**config.mk**
```make
export PLATFORM = sky130hd
export DESIGN_NAME = chfcr_regs
export DESIGN_NICKNAME = d
export VERILOG_FILES = /design/src/core/chfcr_pkg.sv /design/src/core/chfcr_regs.sv
export VERILOG_INCLUDE_DIRS = /design/src /design/src/core
export SDC_FILE = /design/constraint.sdc
export NUM_CORES = 1
export LEC_CHECK = 0
export BUFFER_PORTS_ARGS = -buffer_cell sky130_fd_sc_hd__buf_4
export CORE_ASPECT_RATIO = 1.25
export CORE_UTILIZATION = 40
export CTS_BUF_LIST = sky130_fd_sc_hd__clkbuf_4 sky130_fd_sc_hd__clkbuf_8 sky130_fd_sc_hd__clkbuf_16
export DETAILED_ROUTE_END_ITERATION = 6
export GPL_ROUTABILITY_DRIVEN = 0
export PLACE_DENSITY = 0.67
export SLEW_MARGIN = 10
export SYNTH_ARGS = -nofsm -noshare
export SYNTH_HDL_FRONTEND = slang
export SYNTH_SLANG_ARGS = --single-unit
```
**constraint.sdc**
```tcl
create_clock -name core_clk -period 5.2 [get_ports core_clk]
set_clock_uncertainty 0.05 [all_clocks]
set_input_delay 0.26 -clock core_clk [delete_from_list [all_inputs] [get_ports core_clk]]
set_output_delay 0.26 -clock core_clk [all_outputs]
set_load 0.02 [all_outputs]
```
**src/core/chfcr_params.svh**
```systemverilog
// Offsets, field positions, reset values and sizes of the control group
`ifndef CHFCR_PARAMS_SVH
`define CHFCR_PARAMS_SVH

// ==========================================================
// Register offsets
`define CHFCR_ADDR_W          7
`define CHFCR_OFS_COMMAND     7'h00
`define CHFCR_OFS_OWNERSHIP   7'h01
`define CHFCR_OFS_FIFO_SETUP  7'h02
`define CHFCR_OFS_THRESHOLD   7'h03
`define CHFCR_OFS_FILL_LOW    7'h04
`define CHFCR_OFS_FIFO_PORT   7'h05

// ==========================================================
// Command register fields
`define CHFCR_CMD_STANDBY     7
`define CHFCR_CMD_RADIO_OFF   6
`define CHFCR_CMD_CODE_HI     4
`define CHFCR_CMD_CODE_W      5

// ==========================================================
// Interface ownership fields
`define CHFCR_OWN_UNLOCK      7
`define CHFCR_OWN_HOST        6
`define CHFCR_OWN_SAM         5
`define CHFCR_OWN_LINK_HI     3
`define CHFCR_OWN_LINK_LO     2

// ==========================================================
// FIFO setup fields
`define CHFCR_FS_DEPTH        7
`define CHFCR_FS_NEAR_FULL    6
`define CHFCR_FS_NEAR_EMPTY   5
`define CHFCR_FS_CLEAR        4
`define CHFCR_FS_TH_MSB       2

// ==========================================================
// FIFO sizes and reset values
`define CHFCR_FILL_W          10
`define CHFCR_TH_W            9
`define CHFCR_CAP_SMALL       10'h0FF
`define CHFCR_CAP_LARGE       10'h200
`define CHFCR_RST_BYTE        8'h00
`define CHFCR_RST_FILL        10'h000

`endif

```
**src/core/chfcr_pkg.sv**
```systemverilog
// Types shared by the control register group
`include "chfcr_params.svh"

package chfcr_pkg;

   // Secondary link selection codes
   typedef enum logic [1:0] {
      CHFCR_LINK_OFF  = 2'h0,
      CHFCR_LINK_SPI  = 2'h1,
      CHFCR_LINK_I2CL = 2'h2,
      CHFCR_LINK_I2C  = 2'h3
   } chfcr_link_type;

   // Host register access, one request per cycle
   typedef struct packed {
      logic                      wr;
      logic                      rd;
      logic [`CHFCR_ADDR_W-1:0]  addr;
      logic [7:0]                wdata;
   } chfcr_req_type;

   // Complete state of the block
   typedef struct packed {
      logic [7:0]                rd_data;
      logic                      rd_valid;
      logic                      power_down;
      logic                      radio_power_down;
      logic [`CHFCR_CMD_CODE_W-1:0] cmd_code;
      logic                      cmd_start;
      logic                      ownership_write_unlock;
      logic                      bus_owner_host_side;
      logic                      bus_owner_secure_module;
      chfcr_link_type            secure_module_link_select;
      logic                      fifo_depth_select;
      logic                      threshold_msb;
      logic [7:0]                threshold_low_byte;
      logic [`CHFCR_FILL_W-1:0]  fill_count;
      logic                      fifo_near_full_flag;
      logic                      fifo_near_empty_flag;
      logic                      fifo_clear;
   } chfcr_state_type;

endpackage : chfcr_pkg

```
**src/core/chfcr_regs.sv**
```systemverilog
// Command, interface ownership and FIFO configuration registers
`include "chfcr_params.svh"

module chfcr_regs (
   // Clock and reset
   input  wire logic                         core_clk,
   input  wire logic                         srst,
   // Host register access
   input  wire chfcr_pkg::chfcr_req_type     req,
   output logic [7:0]                        rd_data,
   output logic                              rd_valid,
   // Command control
   output logic                              power_down,
   output logic                              radio_power_down,
   output logic [`CHFCR_CMD_CODE_W-1:0]      cmd_code,
   output logic                              cmd_start,
   // Interface ownership
   output logic                              bus_owner_host_side,
   output logic                              bus_owner_secure_module,
   output chfcr_pkg::chfcr_link_type         secure_module_link_select,
   // FIFO status
   output logic                              fifo_clear,
   output logic [`CHFCR_FILL_W-1:0]          fill_count,
   output logic                              fifo_near_full_flag,
   output logic                              fifo_near_empty_flag
);
   import chfcr_pkg::*;

   // ==========================================================
   // Decoding helpers
   function automatic logic [`CHFCR_FILL_W-1:0] capacity(
      input logic depth);
      capacity = depth ? `CHFCR_CAP_SMALL : `CHFCR_CAP_LARGE;
   endfunction : capacity

   // Extension bit ignored in the 255-byte mode
   function automatic logic [`CHFCR_TH_W-1:0] threshold(
      input logic       depth,
      input logic       msb,
      input logic [7:0] low);
      threshold = {msb & ~depth, low};
   endfunction : threshold

   function automatic logic near_full(
      input logic [`CHFCR_FILL_W-1:0] fill,
      input logic                     depth,
      input logic [`CHFCR_TH_W-1:0]   th);
      near_full = (capacity(depth) - fill) <= {1'b0, th};
   endfunction : near_full

   function automatic logic near_empty(
      input logic [`CHFCR_FILL_W-1:0] fill,
      input logic [`CHFCR_TH_W-1:0]   th);
      near_empty = fill <= {1'b0, th};
   endfunction : near_empty

   // ==========================================================
   // State
   chfcr_state_type state;
   chfcr_state_type next_state;

   logic wr_cmd;
   logic wr_own;
   logic wr_setup;
   logic wr_th;
   logic wr_port;
   logic rd_port;

   assign wr_cmd   = req.wr && req.addr == `CHFCR_OFS_COMMAND;
   assign wr_own   = req.wr && req.addr == `CHFCR_OFS_OWNERSHIP;
   assign wr_setup = req.wr && req.addr == `CHFCR_OFS_FIFO_SETUP;
   assign wr_th    = req.wr && req.addr == `CHFCR_OFS_THRESHOLD;
   assign wr_port  = req.wr && req.addr == `CHFCR_OFS_FIFO_PORT;
   assign rd_port  = req.rd && !req.wr
                     && req.addr == `CHFCR_OFS_FIFO_PORT;

   // ==========================================================
   // Next state
   always_comb begin
      logic [`CHFCR_TH_W-1:0] th;
      th = '0;
      next_state = state;
      next_state.rd_valid = 1'b0;
      next_state.cmd_start = 1'b0;
      next_state.fifo_clear = 1'b0;

      if (wr_cmd) begin
         next_state.power_down = req.wdata[`CHFCR_CMD_STANDBY];
         next_state.radio_power_down =
            req.wdata[`CHFCR_CMD_RADIO_OFF];
         next_state.cmd_code =
            req.wdata[`CHFCR_CMD_CODE_HI:0];
         next_state.cmd_start = 1'b1;
      end

      // Unlock lasts for exactly one following write
      if (req.wr) begin
         next_state.ownership_write_unlock = 1'b0;
      end
      if (wr_own) begin
         next_state.secure_module_link_select = chfcr_link_type'(
            req.wdata[`CHFCR_OWN_LINK_HI:`CHFCR_OWN_LINK_LO]);
         next_state.ownership_write_unlock =
            req.wdata[`CHFCR_OWN_UNLOCK];
         // Both set at once leaves both owner bits unchanged, so the two are never set together
         if (state.ownership_write_unlock
             && !(req.wdata[`CHFCR_OWN_HOST]
                  && req.wdata[`CHFCR_OWN_SAM])) begin
            next_state.bus_owner_host_side =
               req.wdata[`CHFCR_OWN_HOST];
            next_state.bus_owner_secure_module =
               req.wdata[`CHFCR_OWN_SAM];
         end
      end

      if (wr_setup) begin
         next_state.fifo_depth_select = req.wdata[`CHFCR_FS_DEPTH];
         next_state.threshold_msb = req.wdata[`CHFCR_FS_TH_MSB];
         next_state.fifo_clear = req.wdata[`CHFCR_FS_CLEAR];
      end
      if (wr_th) begin
         next_state.threshold_low_byte = req.wdata;
      end

      // Count saturates at the capacity and at zero
      if (wr_setup && req.wdata[`CHFCR_FS_CLEAR]) begin
         next_state.fill_count = `CHFCR_RST_FILL;
      end else if (wr_port
                   && state.fill_count < capacity(state.fifo_depth_select))
      begin
         next_state.fill_count = state.fill_count + 1'b1;
      end else if (rd_port && state.fill_count != `CHFCR_RST_FILL) begin
         next_state.fill_count = state.fill_count - 1'b1;
      end

      th = threshold(next_state.fifo_depth_select,
                     next_state.threshold_msb,
                     next_state.threshold_low_byte);
      next_state.fifo_near_full_flag = near_full(
         next_state.fill_count, next_state.fifo_depth_select, th);
      next_state.fifo_near_empty_flag =
         near_empty(next_state.fill_count, th);

      // Reads, ignored while a write is requested, return the value held before this edge
      if (req.rd && !req.wr) begin
         next_state.rd_valid = 1'b1;
         unique case (req.addr)
            `CHFCR_OFS_COMMAND:
               next_state.rd_data = {state.power_down,
                  state.radio_power_down, 1'b0, state.cmd_code};
            `CHFCR_OFS_OWNERSHIP:
               next_state.rd_data = {state.ownership_write_unlock,
                  state.bus_owner_host_side,
                  state.bus_owner_secure_module, 1'b0,
                  state.secure_module_link_select, 2'h0};
            `CHFCR_OFS_FIFO_SETUP:
               next_state.rd_data = {state.fifo_depth_select,
                  state.fifo_near_full_flag, state.fifo_near_empty_flag,
                  2'h0, state.threshold_msb,
                  state.fill_count[`CHFCR_FILL_W-1:8]};
            `CHFCR_OFS_THRESHOLD:
               next_state.rd_data = state.threshold_low_byte;
            `CHFCR_OFS_FILL_LOW:
               next_state.rd_data = state.fill_count[7:0];
            default:
               next_state.rd_data = `CHFCR_RST_BYTE;
         endcase
      end
   end

   // ==========================================================
   // State register
   always_ff @(posedge core_clk) begin
      if (srst) begin
         state <= '0;
         // Empty FIFO against a zero threshold is already near-empty
         state.fifo_near_empty_flag <= 1'b1;
      end else begin
         state <= next_state;
      end
   end

   // ==========================================================
   // Outputs
   assign rd_data                   = state.rd_data;
   assign rd_valid                  = state.rd_valid;
   assign power_down                = state.power_down;
   assign radio_power_down          = state.radio_power_down;
   assign cmd_code                  = state.cmd_code;
   assign cmd_start                 = state.cmd_start;
   assign bus_owner_host_side       = state.bus_owner_host_side;
   assign bus_owner_secure_module   = state.bus_owner_secure_module;
   assign secure_module_link_select = state.secure_module_link_select;
   assign fifo_clear                = state.fifo_clear;
   assign fill_count                = state.fill_count;
   assign fifo_near_full_flag       = state.fifo_near_full_flag;
   assign fifo_near_empty_flag      = state.fifo_near_empty_flag;
endmodule : chfcr_regs

```
==> flow_summary.yaml, run 1 <==
critical_path:
  crit_arrival_ns: 5.11
  cp-startpoint: "state[22]"
  cp-end-kind: "register"
  worstRegToRegCells: 25
  r2r-start: "state[22]"
  cp.required_ns: 5.38
  cp_slowest_cell: "or4_1"
  worstReg2RegEnd: "fifo_near_full_flag"
  cp.depth: 25
  max_stage_delay_ns: 0.54
  worstSetupStartpointType: "register"
  worstSetupPathType: "reg2reg"
  path_max_fanout: 7
  rrSetupSlack_ns: 0.26
  cp_top_family: "simple AND/OR/NAND/NOR gates"
  worst-path-buf-inv: 2
timing:
  final.setup.tns_ns: 0
  min_period_over_period_pct: 94.93
  tightestPinTransition_ns: 0.8007
  max_freq_ghz: 0.2026
  slew_headroom_pct: 45.24
  fin_crit_ns: 4.937
  hold_violations: 0
  setup_viol: 0
  holdWs_ns: 0.1526
  drv_slew: 0
clock_tree:
  numCtsBuffers: 5
  cts_tree: "yes"
  htree_levels: 2
  cts_root_buf: "clkbuf_8"
  clockBufferDepth: 2
  cts-hold-fix-buffers: 0
  clock_latency_ns: 0.31
  cts.sinks: 45
  clk_pin_slew_ns: 0.09
route:
  ant_nets: 0
  first_pass_iters: 5
  drc_errors: 0
  vias_per_cell: 5.674
  routed_wl_um: 10320
  drtIter0Drc: 241
  vias: 3399
  drt-wirelength-per-cell_um: 17.23
synth:
  synth_largest_area_cell: "dfxtp_1"
  ys_ff_latch: 45
  synth_top_area_share_pct: 24.53
  yosys_warnings: 0
  ys_types: 71
  synth-seq-area-share_pct: 24.53
  synth-edff-count: 0
  async_reset_ff_share_pct: 0
  synthFlopType: "dfxtp_1"
  syn_area_per_cell_um2: 8.271
  syn_inst: 444
  netlist_area_um2: 3672
  syn-num-nets: 498
  synth_area_leaders: "dfxtp_1 25%, ha_1 12%, nor2_1 6.0%"
min_path:
  hp-start: "req[6]"
  hold-path-cell-count: 3
  hold_end: "radio_power_down"
  min_path_type: "in2reg"
finish:
  final_util_pct: 48.69
  ff_latch_area_um2: 900.9
  nFillCells: 843
  drive_above_1_share_pct: 25.26
  area_growth_syn_to_layout_pct: 16.63
  antennaDiodeCount: 0
  finalNetCount: 532
  multi_input_area_um2: 2490
  final_area_um2: 4283
status:
  status: "finished clean"
floorplanning:
  dieArea_um2: 9570
  initial_core_util_pct: 41.75
  row_count: 38
  die-width_um: 87.70
  die_h_um: 109.1
  core_area_um2: 8796
  io_pins: 53
flow_run:
  maxCapViolCount: 0
pwr:
  peakVddDrop_mv: 0.09870
  finalPower_uw: 711.3
  leakagePower_uw: 0.001911
  power_density_nw_per_um2: 166.1
placed_design:
  detailed_place.area_um2: 4064
  dp_hpwl_um: 7993
  place.port_buffers: 52
global_routing:
  grt_pass1_wl_um: 16020
  grt_use_total_pct: 21.86
  grt_pass1_vias: 3210
  antenna_found_initial: 0
  grt_max_degree: 46
  grt_overflow_total: 0
==> state kept, by name (all words and copies together), names as in the netlist, 2 cells and up <==
signal	cells
state	11
fill_count	10
rd_data	8
cmd_code	5
secure_module_link_select	2
==> report_power, final <==
group	switching, µW	internal, µW
Sequential	2.32	349
Combinational	43.4	32.8
Clock	137	147
==> metal layers <==
layer  routed length [µm]  track usage [%]
met5                    0                0
met3                  404            2.120
met2                 5360            39.20
met4                  383            10.77
met1                 4171            25.60
==> layout make-up <==
type / instances / area share [%]
inverter: 18 / 1.578
sequential: 45 / 21.03
clock inverter: 3 / 1.169
multi-input combinational: 334 / 58.14
tap: 120 / 3.506
timing repair buffer: 74 / 12.97
clock buffer: 5 / 1.607
==> layout by cell type (no fill, tap or decap), drive strengths merged, types with 4 or more instances in the layout <==
cell / synthesis / routed
and2: 4 / 4
clkbuf: 16 / 5
o21ai: 15 / 15
nor2b: 7 / 7
a21oi: 19 / 19
nor3: 22 / 22
nand3: 18 / 18
inv: 18 / 19
and4: 4 / 4
a221oi: 6 / 6
buf: 31 / 74
nand2: 23 / 23
mux2: 4 / 4
ha: 34 / 34
nand2b: 6 / 6
or3: 4 / 4
xnor2: 12 / 12
nor2: 59 / 59
nor4: 7 / 7
nand4: 9 / 9
dfxtp: 45 / 45
mux2i: 19 / 19
o21a: 6 / 6
==> cells by family (layout without fill, tap and decap cells) <==
group           Yosys count  count (layout)  synth area share, %
mux                      26              26                8.586
simple gates            181             181                26.13
flops                    45              45                24.53
fa+ha+maj                38              38                12.98
buf+inv                  65             100                9.369
compound gates           75              75                15.06
xor+xnor                 14              14                3.339
==> worst register-to-register path, stage by stage, from the launching register on <==
cell	delay [ns]
dfxtp_1	0.35
inv_2	0.08
ha_1	0.30
a211o_1	0.32
a21oi_2	0.19
nand2_2	0.12
a21oi_4	0.16
and3_4	0.21
a31o_2	0.12
xor2_2	0.16
nand2_2	0.10
ha_4	0.30
inv_1	0.05
or4_1	0.54
a211o_1	0.28
a21oi_1	0.14
nor2_1	0.06
xnor2_1	0.13
ha_1	0.31
and4_1	0.19
nand3_1	0.10
o21a_1	0.19
nor2_1	0.11
and3b_1	0.17
o21ai_1	0.06
o31ai_1	0.07
==> synth_stat cells, types with 5 or more instances <==
cell type / n
a221oi_1: 6
nor4_1: 6
nor2_1: 59
o21a_1: 6
mux2i_1: 18
nand3_1: 18
nor3_1: 21
clkbuf_1: 16
dfxtp_1: 45
buf_4: 25
buf_2: 5
xnor2_1: 12
a21oi_1: 17
nand2_1: 22
nand4_1: 8
nor2b_1: 7
nand2b_1: 6
inv_1: 17
ha_1: 34
o21ai_0: 12
==> repair_timing <==
item                       4_1_cts  5_1_grt
hold endpoints to repair         0        0
setup endpoints to repair        0        1
setup buffers                    0        5
resized for setup                0       14
==> through the flow <==
step                setup WS [ns]  instances
global route             -0.01473        599
global placement           0.2311        586
CTS                       0.02247        594
finish                     0.2635        599
floorplan                  0.4121        444
detailed placement        0.03433        586
==> worst max path at each step <==
stage / slack (ns) / to
floorplan: 0.41 / fifo_near_full_flag
global placement: 0.23 / fifo_near_full_flag
detailed placement: 0.03 / fifo_near_full_flag
CTS: 0.02 / fifo_near_full_flag
global route: -0.01 / fifo_near_full_flag
finish: 0.26 / fifo_near_full_flag
Power figures use the tool's default switching activity.
==> run 2: changes to the inputs <==
--- a/config.mk
+++ b/config.mk
@@ -8,11 +8,11 @@
 export LEC_CHECK = 0
 export BUFFER_PORTS_ARGS = -buffer_cell sky130_fd_sc_hd__buf_4
 export CORE_ASPECT_RATIO = 1.25
-export CORE_UTILIZATION = 40
+export CORE_UTILIZATION = 58
 export CTS_BUF_LIST = sky130_fd_sc_hd__clkbuf_4 sky130_fd_sc_hd__clkbuf_8 sky130_fd_sc_hd__clkbuf_16
 export DETAILED_ROUTE_END_ITERATION = 6
 export GPL_ROUTABILITY_DRIVEN = 0
-export PLACE_DENSITY = 0.67
+export PLACE_DENSITY = 0.89
 export SLEW_MARGIN = 10
 export SYNTH_ARGS = -nofsm -noshare
 export SYNTH_HDL_FRONTEND = slang
==> run 2 against run 1 <==
Sequential share of layout area up 0.41 points. Clock-buffer cell count unchanged. Via count up 6.6%. Non-clock buffer count down 3. Clock power down 4%. Global-route usage up 10 points. Combinational power about the same. Largest cell class unchanged. Largest power group unchanged. Highest routed layer unchanged.
==> flow_summary.yaml, run 2 (same netlist as run 1, synthesis figures left out) <==
route:
  vias: 3625
  drtIter0Drc: 258
  dr.max_layer_used: "met4"
  first_pass_iters: 5
  routed_wl_um: 10590
  vias_per_cell: 6.462
  wl_met2_um: 5344
  ant_nets: 0
  met3_length_um: 796
  drt-wirelength-per-cell_um: 18.88
  wl_met1_um: 3740
  drc_errors: 0
timing:
  setup_viol: 0
  fin_crit_ns: 4.943
  drv_slew: 0
  max_freq_ghz: 0.2023
  slew_headroom_pct: 54.81
  min_period_over_period_pct: 95.06
  tightestPinTransition_ns: 0.6764
  hold_violations: 0
floorplanning:
  core_area_um2: 6126
  die_h_um: 90.97
  dieArea_um2: 6656
  io_pins: 53
  row_count: 32
  die-width_um: 73.17
  initial_core_util_pct: 59.95
global_routing:
  antenna_found_initial: 0
  grt_use_total_pct: 32.15
  grt_pass1_wl_um: 16640
  grt_overflow_total: 0
  grt_max_degree: 46
  grt_pass1_vias: 3542
clock_tree:
  numCtsBuffers: 5
  cts-hold-fix-buffers: 0
  clk_pin_slew_ns: 0.09
  cts.sinks: 45
  cts_tree: "yes"
  clock_latency_ns: 0.31
  cts_root_buf: "clkbuf_8"
  htree_levels: 2
  clockBufferDepth: 2
critical_path:
  max_stage_delay_ns: 0.52
  rrSetupSlack_ns: 0.26
  cp-end-kind: "register"
  worst-path-buf-inv: 2
  worstReg2RegEnd: "fifo_near_full_flag"
  cp.required_ns: 5.37
  worstSetupStartpointType: "register"
  path_max_fanout: 7
  cp_top_family: "compound AO/OA/AOI/OAI gates"
  worstPathCellList: "inv_2, ha_1, a211o_1, a21oi_2, nand2_2, a21oi_4, and3_1, a31o_2, xor2_1, nand2_2, ha_4, inv_1, or4_1, a211o_1, a21oi_1, nor2_1, xnor2_1, ha_1, and4_1, nand3_1, o21a_1, nor2_1, nand3_1, o31ai_1"
  crit_arrival_ns: 5.11
  worstSetupPathType: "reg2reg"
  worstRegToRegCells: 24
  cp_slowest_cell: "or4_1"
  r2r-start: "state[22]"
pwr:
  finalPower_uw: 701.1
  combPwrFrac_pct: 10.9
  leakagePower_uw: 0.001893
  p_clk_share_pct: 39.0
  sequentialPowerShare_pct: 50.1
  p_sw_share_pct: 25.05
  power_density_nw_per_um2: 166.9
  peakVddDrop_mv: 0.09571
  p_switching_uw: 175.6
  intPower_uw: 525.5
finish:
  finalNetCount: 529
  top_register: "state"
  final_common_cell: "buf_4"
  layoutNonFillerInstCount: 561
  drive_above_1_share_pct: 24.37
  antennaDiodeCount: 0
  area_growth_syn_to_layout_pct: 14.38
  layout_common_cells: "71 x buf_4, 59 x nor2_1, 45 x dfxtp_1, 32 x ha_1, 21 x nor3_1"
  final_util_pct: 68.57
  largest_reg_flops: 11
placed_design:
  dp_cells: 548
  place.port_buffers: 52
  dp_hpwl_um: 7962
min_path:
  min_path_type: "in2reg"
  hp-start: "req[0]"
  hold_end: "cmd_code[0]"
  hold-path-cell-count: 3
flow_run:
  maxCapViolCount: 0
status:
  status: "finished clean"
-- run 2: stage by stage --
| stage | setup WS, ns | TNS (ns) | hold WS (ns) | cell area, µm² |
|---|---|---|---|---|
| final | 0.2568 | 0 | 0.1492 | 4200 |
| after global routing | -0.02966 | -0.02966 | 0.1546 | 4200 |
| after CTS | 0.001882 | 0 | 0.1530 | 4113 |
| after detailed placement | -0.005910 | -0.005910 | 0.4263 | 3998 |
| after global placement | 0.2494 | 0 | 0.4198 | 3998 |
| after floorplan | 0.4121 | 0 | 0.3460 | 3672 |
-- run 2: worst max-delay path by stage --
| stage | start | to | depth (start not counted) |
|---|---|---|---|
| after floorplan | state[22] | fifo_near_full_flag | 25 |
| after global placement | state[22] | fifo_near_full_flag | 25 |
| after detailed placement | state[22] | fifo_near_full_flag | 23 |
| after CTS | state[22] | fifo_near_full_flag | 23 |
| after global routing | state[22] | fifo_near_full_flag | 24 |
| final | state[22] | fifo_near_full_flag | 24 |
-- run 2: per-layer routing --
| metal | vias to the layer above | global-route usage [%] |
|---|---|---|
| met4 | 0 | 21.73 |
| met3 | 64 | 4.883 |
| met1 | 1704 | 35.49 |
| met2 | 212 | 55.17 |
| met5 | - | 0 |
| li1 | 1645 | - |
-- run 2: power groups by stage --
stage / clock (µW) / combinational, µW / sequential, µW
after CTS: 270 / 74.0 / 351
after floorplan: 0 / 49.9 / 360
after detailed placement: 0 / 73.3 / 359
after global placement: 0 / 70.9 / 359
after global routing: 288 / 83.0 / 352
final: 273 / 76.3 / 351
-- run 2: worst reg2reg max path: cells and delay by family (launching register included) --
family	cells	cell delay, ns
AO/OA/AOI/OAI	8	1.60
AND/OR/NAND/NOR	9	1.49
adder cells (fa/ha/maj)	3	0.95
flip-flops	1	0.35
XOR/XNOR	2	0.29
buffers and inverters	2	0.13
-- run 2: area by class of cell --
type / count / area (µm²)
Clock buffer: 5 / 68.82
Sequential cell: 45 / 900.9
Fill cell: 481 / 1926
Inverter: 18 / 67.56
Tap cell: 85 / 106.4
Multi-Input combinational cell: 334 / 2477
Timing Repair Buffer: 71 / 533.0
Clock inverter: 3 / 46.29
-- run 2: timing repair --
| action | CTS | global route |
|---|---|---|
| setup buffers | 0 | 5 |
| hold endpoints to repair | 0 | 0 |
| endpoints found under the setup margin | 0 | 1 |
| gates resized for setup | 0 | 13 |
